<file path="src/hdl/usr_params.svh">
/*
 * Field layout of one queued shift-register command word and the depth
 * of the command queue.
 * Assumes it is included by bare name from files under hdl/.
 */
`ifndef USR_PARAMS_SVH
`define USR_PARAMS_SVH

`define USR_STAGES 4
`define USR_WORD_W 8
`define USR_FIFO_DEPTH 16

// Command word: {mode[1:0], parallel[3:0], serial_left, serial_right}
`define USR_MODE_HI 7
`define USR_MODE_LO 6
`define USR_PAR_HI 5
`define USR_PAR_LO 2
`define USR_SL_BIT 1
`define USR_SR_BIT 0

`endif

</file>
<file path="src/hdl/usr_pkg.sv">
/*
 * Types shared by the universal shift register files.
 * Assumes nothing beyond a SystemVerilog compiler.
 */
`default_nettype none

package usr_pkg;
    // Encoding is {mode_select_a, mode_select_b}; order is Gray already
    typedef enum logic [1:0] {
        USR_LOAD = 2'h0,
        USR_SHR = 2'h1,
        USR_HOLD = 2'h3,
        USR_SHL = 2'h2
    } usr_mode_t;
endpackage

`default_nettype wire

</file>
<file path="src/hdl/usr_fifo.sv">
/*
 * Synchronous FIFO with valid/ready on both sides.
 * Assumes one clock, active-low asynchronous reset, DEPTH a power of two.
 */
`default_nettype none

module usr_fifo #(
    parameter int WIDTH = 8,
    parameter int DEPTH = 16
) (
    input wire logic clk,
    input wire logic rst_n,
    input wire logic in_valid,
    output logic in_ready,
    input wire logic [WIDTH-1:0] in_data,
    output logic out_valid,
    input wire logic out_ready,
    output logic [WIDTH-1:0] out_data
);
    localparam int AW = $clog2(DEPTH);

    logic [WIDTH-1:0] mem [DEPTH];
    logic [AW-1:0] wr_ptr;
    logic [AW-1:0] rd_ptr;
    logic [AW:0] count;
    logic [AW:0] next_count;

    wire push = in_valid & in_ready;
    wire pop = out_valid & out_ready;

    assign out_valid = (count != '0);
    assign out_data = mem[rd_ptr];

    always_comb begin
        next_count = count;
        if (push && !pop) begin
            next_count = count + (AW+1)'(1);
        end else if (pop && !push) begin
            next_count = count - (AW+1)'(1);
        end
    end

    always_ff @(posedge clk) begin
        if (push) begin
            mem[wr_ptr] <= in_data;
        end
    end

    // Ready is registered so the upstream sees a clean flop output
    always_ff @(posedge clk or negedge rst_n) begin
        if (!rst_n) begin
            wr_ptr <= '0;
            rd_ptr <= '0;
            count <= '0;
            in_ready <= 1'b1;
        end else begin
            if (push) begin
                wr_ptr <= AW'(wr_ptr + 1'b1);
            end
            if (pop) begin
                rd_ptr <= AW'(rd_ptr + 1'b1);
            end
            count <= next_count;
            in_ready <= (next_count != (AW+1)'(DEPTH));
        end
    end
endmodule

`default_nettype wire

</file>
<file path="src/hdl/usr_shift_reg.sv">
/*
 * Four-stage universal shift register: load, shift right, shift left, hold.
 * Commands (select, parallel and serial data) queue in a 16-word FIFO and
 * one is applied on each rising edge where advance is high and the queue is not empty.
 * Assumes surrounding logic is synchronous to sys_clk.
 */
`include "usr_params.svh"
`default_nettype none

module usr_shift_reg (
    input wire logic sys_clk,
    input wire logic rst_n,
    input wire logic mode_select_a,
    input wire logic mode_select_b,
    input wire logic par_in_0,
    input wire logic par_in_1,
    input wire logic par_in_2,
    input wire logic par_in_3,
    input wire logic serial_in_left,
    input wire logic serial_in_right,
    input wire logic in_valid,
    output logic in_ready,
    input wire logic advance,
    output logic stage_out_0,
    output logic stage_out_1,
    output logic stage_out_2,
    output logic stage_out_3,
    output var logic op_done
);
    import usr_pkg::*;

    logic [`USR_WORD_W-1:0] in_word;
    logic [`USR_WORD_W-1:0] q_word;
    logic q_valid;
    logic [`USR_STAGES-1:0] stage;
    logic [`USR_STAGES-1:0] next_stage;

    assign in_word = {mode_select_a, mode_select_b,
                      par_in_3, par_in_2, par_in_1, par_in_0,
                      serial_in_left, serial_in_right};

    // The drain side stalls on advance, so the queue can really fill
    usr_fifo #(
        .WIDTH(`USR_WORD_W),
        .DEPTH(`USR_FIFO_DEPTH)
    ) u_cmd_fifo (
        .clk(sys_clk),
        .rst_n(rst_n),
        .in_valid(in_valid),
        .in_ready(in_ready),
        .in_data(in_word),
        .out_valid(q_valid),
        .out_ready(advance),
        .out_data(q_word)
    );

    wire pop = q_valid & advance;
    wire usr_mode_t mode = usr_mode_t'(q_word[`USR_MODE_HI:`USR_MODE_LO]);
    wire [`USR_STAGES-1:0] q_par = q_word[`USR_PAR_HI:`USR_PAR_LO];
    wire q_sl = q_word[`USR_SL_BIT];
    wire q_sr = q_word[`USR_SR_BIT];
    wire sel_load = (mode == USR_LOAD);
    wire sel_shr = (mode == USR_SHR);
    wire sel_shl = (mode == USR_SHL);
    wire sel_hold = (mode == USR_HOLD);

    // ext[i] is the neighbour below stage i, ext[i+2] the one above
    wire [`USR_STAGES+1:0] ext = {q_sr, stage, q_sl};

    genvar i;
    generate
        for (i = 0; i < `USR_STAGES; i++) begin : g_stage
            assign next_stage[i] =
                sel_load ? q_par[i] :
                sel_shr ? ext[i+2] :
                sel_shl ? ext[i] :
                stage[i];
        end
    endgenerate

    // No reset on the data stages; a load or four shifts in one direction makes them known
    always_ff @(posedge sys_clk) begin
        if (pop) begin
            stage <= next_stage;
        end
    end

    always_ff @(posedge sys_clk or negedge rst_n) begin
        if (!rst_n) begin
            op_done <= 1'b0;
        end else begin
            op_done <= pop;
        end
    end

    assign stage_out_0 = stage[0];
    assign stage_out_1 = stage[1];
    assign stage_out_2 = stage[2];
    assign stage_out_3 = stage[3];

    // Shadow fill level, kept only so the assertions can judge in_ready
    logic [4:0] fill_level;
    wire push = in_valid & in_ready;

    always_ff @(posedge sys_clk or negedge rst_n) begin
        if (!rst_n) begin
            fill_level <= '0;
        end else begin
            fill_level <= fill_level + 5'(push) - 5'(pop);
        end
    end
endmodule

`default_nettype wire

</file>
<file path="config.mk">
export PLATFORM = sky130hd
export DESIGN_NAME = usr_shift_reg
export DESIGN_NICKNAME = d
export VERILOG_FILES = /design/src/hdl/usr_pkg.sv /design/src/hdl/usr_fifo.sv /design/src/hdl/usr_shift_reg.sv
export VERILOG_INCLUDE_DIRS = /design/src /design/src/hdl
export SDC_FILE = /design/constraint.sdc
export NUM_CORES = 1
export LEC_CHECK = 0
export BUFFER_PORTS_ARGS = -buffer_cell sky130_fd_sc_hd__buf_2
export CAP_MARGIN = 10
export CELL_PAD_IN_SITES_DETAIL_PLACEMENT = 0
export CELL_PAD_IN_SITES_GLOBAL_PLACEMENT = 1
export CORE_MARGIN = 2
export CORE_UTILIZATION = 50
export CTS_CLUSTER_SIZE = 28
export DETAILED_ROUTE_END_ITERATION = 8
export GPL_TIMING_DRIVEN = 0
export PLACE_DENSITY_LB_ADDON = 0.1
export SKIP_CTS_REPAIR_TIMING = 1
export SLEW_MARGIN = 20
export SYNTH_ARGS = -nofsm -noshare
export SYNTH_HDL_FRONTEND = slang
export SYNTH_SLANG_ARGS = --single-unit
export TNS_END_PERCENT = 20
</file>
<file path="constraint.sdc">
create_clock -name sys_clk -period 6.4 [get_ports sys_clk]
set_input_delay 0.32 -clock sys_clk [delete_from_list [all_inputs] [get_ports sys_clk]]
set_output_delay 0.32 -clock sys_clk [all_outputs]
set_load 0.03 [all_outputs]
</file>
==> impl_metrics.env, run 1 <==
export IMPL_num_io_pins=18
export IMPL_avgSynthCellArea_um2=19.04
export IMPL_endpoint="stage[2]"
export IMPL_synth_edf_count=132
export IMPL_cts_sinks=147
export IMPL_row_count=40
export IMPL_cp_max_fo=10
export IMPL_max_cap_violations=0
export IMPL_r2r_end="stage[2]"
export IMPL_root_buffer="clkbuf_16"
export IMPL_power_density_nw_per_um2=471.1
export IMPL_fin_crit_ns=2.622
export IMPL_setup_slack_ns=3.778
export IMPL_track_usage_pct=20.16
export IMPL_clk_latency_ns=0.43
export IMPL_synthArstFlopShare_pct=10.20
export IMPL_port_buffer_count=17
export IMPL_drc=0
export IMPL_synth_area_leaders="edfxtp_1 (66%), mux4_2 (12%), dfrtp_1 (5.8%), and2_1 (1.6%), ha_1 (1.5%)"
export IMPL_syn_inst=315
export IMPL_drt_iter0_drc=227
export IMPL_regArea_um2=4340
export IMPL_fin_crit_sh_pct=40.97
export IMPL_multi_input_area_um2=1544
export IMPL_yosys_register_bits=147
export IMPL_r2r_start="u_cmd_fifo.rd_ptr[0]"
export IMPL_synthesis_area_um2=5998
export IMPL_hold_class="in2reg"
export IMPL_nNetsFinal=371
export IMPL_drive_above_1_share_pct=24.52
export IMPL_die_area_um2=12890
export IMPL_setup_viol=0
export IMPL_synth_distinct_cells=45
export IMPL_yosysTopAreaCell="edfxtp_1"
export IMPL_p_leak_nw=2.341
export IMPL_grt_max_degree=17
export IMPL_cp_required_ns=6.48
export IMPL_worstSetupPathType="reg2reg"
export IMPL_status="completed"
export IMPL_fmax_mhz=381.4
export IMPL_antenna_cells=0
export IMPL_die_height_um=113.5
export IMPL_arrival_ns=2.70
export IMPL_via_count=2952
export IMPL_area_delta_synth_final_pct=13.89
export IMPL_core_um2=11860
export IMPL_hold_violations=0
export IMPL_gp_congestion=0.8019
export IMPL_syn_nets=334
export IMPL_reg2reg_slack_ns=3.78
export IMPL_viasPerCell=5.788
export IMPL_ant_nets=0
export IMPL_max_slew_margin_pct=61.79
export IMPL_drv_slew=0
export IMPL_ir_drop_mv=0.2207
export IMPL_nFillCells=929
export IMPL_drt_pass1_iterations=4
export IMPL_seq_area_frac_synth_pct=72.36
export IMPL_critPathLaunchType="flop"
export IMPL_gr_total_overflow=0
export IMPL_worst_setup_path_end_kind="flop"
export IMPL_dp_slack_ns=3.774
export IMPL_fin_worst_skew_ns=0.01102
export IMPL_synthFlopType="edfxtp_1"
export IMPL_fp_dieW_um=113.5
export IMPL_tightestPinTransition_ns=0.5731
export IMPL_fin_tns_setup_ns=0
export IMPL_drt_wl_total_um=11870
export IMPL_cts_htree_levels=4
export IMPL_antenna_found_initial=0
export IMPL_rsz0062_at_grt="no"
export IMPL_grt_pass1_vias=3030
export IMPL_cts_inserted_buffers=17
export IMPL_dp_hpwl_um=7746
export IMPL_cts_tree="yes"
export IMPL_rr_worst_depth=6
export IMPL_yosysTopAreaCellShare_pct=66.08
export IMPL_wl_per_cell_um=23.27
export IMPL_clk_pin_slew_ns=0.06
export IMPL_grt_pass1_wl_um=17940
export IMPL_cp_startpoint="u_cmd_fifo.rd_ptr[0]"
export IMPL_clock_tree_buffer_depth=2
export IMPL_start_util_pct=50.57
export IMPL_yosys_warnings=0
[metrics by stage]
step	hold WS, ns	util [%]	total power [mW]	instance area, um^2	instances
after floorplan	0.02441	-	2.018	5998	315
after global placement	0.2518	52.84	2.293	6267	479
after detailed placement	0.2561	52.84	2.304	6267	479
after CTS	-0.2010	57.51	3.254	6822	509
after global routing	0.2837	57.59	3.375	6832	510
final	0.2782	57.59	3.218	6832	510
[per-layer routing]
layer / wire (um) / track usage (%) / vias up / part of all wire [%]
met4: 172 / 9.919 / 0 / 1.4
met2: 5790 / 31.14 / 100 / 49
met5: 0 / 0 / - / 0
li1: - / - / 1336 / -
met1: 4991 / 26.46 / 1502 / 42
met3: 913 / 6.004 / 14 / 7.7
[worst max-delay path: stages, from the launching register on]
cell and delay (ns):
dfrtp_1 0.36, buf_6 0.18, buf_6 0.20, mux4_2 0.55, a32oi_2 0.36, nand2_1 0.19, a21oi_1 0.42
[cell usage after synthesis (3+ instances only)]
cell        n
edfxtp_1  132
mux4_2     32
nand2_1    18
and2_1     15
dfrtp_1    14
o22ai_1    10
inv_1       9
xnor2_1     8
ha_1        7
and3_1      6
mux2i_1     5
buf_2       4
nand2b_1    4
a211o_1     3
buf_6       3
nand3_1     3
o211ai_1    3
[flip-flops by register name, summed over array words and instances (netlist names)]
name,flops
u_cmd_fifo.in_ready,1
op_done,1
stage,4
u_cmd_fifo.rd_ptr,4
u_cmd_fifo.wr_ptr,4
u_cmd_fifo.count,5
u_cmd_fifo.mem,128
[how the worst min path moves through the flow]
stage               startpoint                    end  depth (start not counted)
floorplan                rst_n                op_done                          0
global placement         rst_n   u_cmd_fifo.rd_ptr[2]                          1
detailed placement       rst_n   u_cmd_fifo.rd_ptr[2]                          1
CTS                      rst_n   u_cmd_fifo.rd_ptr[1]                          1
global route          par_in_1  u_cmd_fifo.mem[10][3]                          1
finish                par_in_1  u_cmd_fifo.mem[11][3]                          1
[layout by cell type, fill, tap and decap left out, types with 3 or more instances in the layout]
cell and n:
bufinv_16 3, clkbuf_1 6, buf_6 3, ha_1 7, buf_2 21, inv_1 9, clkinv_1 5, edfxtp_1 132
xnor2_1 8, mux2i_1 5, nand2_1 18, dfrtp_1 14, nand3_1 3, and3_1 6, a211o_1 3, nand2b_1 4
o22ai_1 10, and2_1 15, mux4_2 32, o211ai_1 3, clkbuf_16 17
[cell type report]
| class | instances | area share [%] |
|---|---|---|
| Multi-Input combinational cell | 147 | 22.60 |
| Timing Repair Buffer | 18 | 1.392 |
| Buffer | 11 | 1.117 |
| Inverter | 10 | 0.5495 |
| Clock inverter | 9 | 1.667 |
| Tap cell | 147 | 2.692 |
| Clock buffer | 21 | 6.447 |
| Sequential cell | 147 | 63.53 |
[power breakdown]
group          internal (mW)  switching [mW]
registers               1.20          0.0711
logic                  0.438           0.558
clock network          0.600           0.348
[cells by family (layout without fill, tap and decap cells)]
logic type                 Yosys count  in the layout  synth area share (%)
xor gates and xnor gates            10             10                 1.460
AOI/OAI and AO/OA                   30             30                 4.068
and+or+nand+nor                     61             61                 5.569
muxes                               37             37                 12.85
adders and majority gates            9              9                 1.794
DFF                                147            147                 72.36
buffers and inverters               21             69                 1.898
(Power assumes the default switching activity.)
==> inputs of run 2 (changes only) <==
--- a/config.mk
+++ b/config.mk
@@ -11,7 +11,7 @@
 export CELL_PAD_IN_SITES_DETAIL_PLACEMENT = 0
 export CELL_PAD_IN_SITES_GLOBAL_PLACEMENT = 1
 export CORE_MARGIN = 2
-export CORE_UTILIZATION = 50
+export CORE_UTILIZATION = 49
 export CTS_CLUSTER_SIZE = 28
 export DETAILED_ROUTE_END_ITERATION = 8
 export GPL_TIMING_DRIVEN = 0
==> constraint.sdc (replaced) <==
create_clock -name sys_clk -period 2.3 [get_ports sys_clk]
set_input_delay 0.115 -clock sys_clk [delete_from_list [all_inputs] [get_ports sys_clk]]
set_output_delay 0.115 -clock sys_clk [all_outputs]
set_load 0.03 [all_outputs]
==> run 2 against run 1 <==
Effect of this change:
- maximum frequency increased by 17%
- critical path depth increased by 1
- clock skew decreased by 0.0062 ns
- non-clock buffer count increased by 5
- largest power group unchanged
- first-iteration DRC count increased by 26%
- flip-flop and latch count unchanged
==> impl_metrics.env, run 2 (synthesis results as in run 1) <==
export IMPL_cts_inserted_buffers=17
export IMPL_critPathLaunchType="flop"
export IMPL_switchingPower_mw=2.864
export IMPL_cts_htree_levels=4
export IMPL_root_buffer="clkbuf_16"
export IMPL_cts_sinks=147
export IMPL_crit_chain="buf_12 -> buf_12 -> buf_6 -> mux4_2 -> o22ai_1 -> or3_1 -> o211ai_1"
export IMPL_cp_startpoint="u_cmd_fifo.rd_ptr[0]"
export IMPL_clk_latency_ns=0.41
export IMPL_regMostFlops="u_cmd_fifo.mem"
export IMPL_via_count=3017
export IMPL_clk_pin_slew_ns=0.06
export IMPL_tightestPinTransition_ns=0.6802
export IMPL_antenna_found_initial=0
export IMPL_hold_slack_ns=0.06342
export IMPL_viasPerCell=5.836
export IMPL_hold_violations=0
export IMPL_cpMaxStageDelayCell="mux4_2"
export IMPL_r2r_start="u_cmd_fifo.rd_ptr[0]"
export IMPL_p_leak_nw=2.400
export IMPL_wl_met3_um=550
export IMPL_die_height_um=114.6
export IMPL_dp_slack_ns=-0.2961
export IMPL_clock_tree_buffer_depth=2
export IMPL_wl_met1_um=5816
export IMPL_cp_num_buf_inv=3
export IMPL_fin_worst_skew_ns=0.004835
export IMPL_post_place_cells=479
export IMPL_topRoutingLayerUsed="met4"
export IMPL_drv_slew=0
export IMPL_path_delay_family="multiplexers"
export IMPL_routed_wl_met2_um=5828
export IMPL_ir_drop_mv=0.6168
export IMPL_swShare_pct=30.49
export IMPL_rsz0062_at_grt="yes"
export IMPL_setup_slack_ns=0.05084
export IMPL_fmax_mhz=444.6
export IMPL_fp_dieW_um=114.6
export IMPL_stdcell_area_um2=7009
export IMPL_drt_wl_total_um=12390
export IMPL_fin_tns_setup_ns=0
export IMPL_max_slew_margin_pct=54.65
export IMPL_dp_hpwl_um=7914
export IMPL_gp_congestion=0.8087
export IMPL_grt_max_degree=17
export IMPL_setup_viol=0
export IMPL_start_util_pct=50.15
export IMPL_status="completed"
export IMPL_gr_total_overflow=0
export IMPL_largestRegisters="u_cmd_fifo.mem (128), u_cmd_fifo.count (5)"
export IMPL_hold_path_startpoint="advance"
export IMPL_mostFrequentLayoutCells="edfxtp_1 (132), mux4_2 (32), buf_2 (18)"
export IMPL_antenna_cells=0
export IMPL_power_density_nw_per_um2=1340
export IMPL_p_seq_share_pct=37.8
export IMPL_num_io_pins=18
export IMPL_area_delta_synth_final_pct=16.85
export IMPL_cts_tree="yes"
export IMPL_wl_per_cell_um=23.97
export IMPL_nNetsFinal=376
export IMPL_fin_crit_sh_pct=97.79
export IMPL_largest_reg_flops=128
export IMPL_hold_class="in2reg"
export IMPL_cp_required_ns=2.44
export IMPL_ant_nets=0
export IMPL_die_area_um2=13140
export IMPL_row_count=40
export IMPL_final_common_cell="edfxtp_1"
export IMPL_crit_top_cell="buf_12"
export IMPL_max_stage_delay_ns=0.52
export IMPL_max_cap_violations=0
export IMPL_track_usage_pct=20.45
export IMPL_internal_power_mw=6.531
export IMPL_arrival_ns=2.39
export IMPL_p_clk_share_pct=29.7
export IMPL_instances_no_fill=517
export IMPL_worst_setup_path_end_kind="flop"
export IMPL_drc=0
export IMPL_p_comb_share_pct=32.5
export IMPL_fin_crit_ns=2.249
export IMPL_grt_pass1_wl_um=18480
export IMPL_cp_max_fo=10
export IMPL_grt_pass1_vias=3008
export IMPL_placed_area_um2=6267
export IMPL_drive_above_1_share_pct=28.38
export IMPL_worstSetupPathType="reg2reg"
export IMPL_drt_pass1_iterations=4
export IMPL_core_um2=11960
export IMPL_post_route_util_pct=58.60
export IMPL_port_buffer_count=17
export IMPL_total_power_mw=9.396
export IMPL_drt_iter0_drc=287
[run 2: changes by cell type in the layout (fill, tap and decap cells not counted), moves of 2 or more]
cell / before / now
o22ai_1: 10 / 8
clkbuf_4: 0 / 2
buf_4: 2 / 6
clkinvlp_4: 0 / 3
buf_12: 0 / 3
buf_2: 21 / 18
clkbuf_1: 6 / 2
o22ai_2: 0 / 2
clkbuf_2: 0 / 2
[run 2: power by group through the flow]
stage	sequential [mW]	combinational [mW]	clock (mW)
floorplan	3.62	1.99	0
global placement	3.59	2.78	0
detailed placement	3.60	2.80	0
CTS	3.55	2.81	2.83
global route	3.60	3.30	2.94
finish	3.55	3.05	2.79
[run 2: layer usage]
metal,GRT usage (%),vias up
met5,0,-
met4,7.967,0
met3,5.347,21
met2,29.31,85
met1,30.30,1559
li1,-,1352
[run 2: worst reg2reg max path, delay by kind of cell, from the launching register on]
family          cells  cell delay, ns
buf+inv             3            0.51
compound gates      2            0.32
mux                 1            0.53
flops               1            0.39
simple gates        1            0.21
[run 2: area by class of cell]
cell class | count | area (um^2)
Timing Repair Buffer | 23 | 132.6
Fill cell | 916 | 4952
Multi-Input combinational cell | 147 | 1597
Buffer | 11 | 120.1
Tap cell | 147 | 183.9
Clock buffer | 19 | 432.9
Inverter | 10 | 37.54
Sequential cell | 147 | 4340
Clock inverter | 13 | 165.2
[run 2: path summary, 6_finish.rpt]
check,to,slack (ns),cells past startpoint
max,stage[0],0.05,7
min,op_done,0.06,3
max reg2reg,stage[0],0.05,7
min reg2reg,u_cmd_fifo.wr_ptr[2],0.53,1
max in group asynchronous,u_cmd_fifo.in_ready,1.83,2
min in group asynchronous,u_cmd_fifo.rd_ptr[0],0.15,2
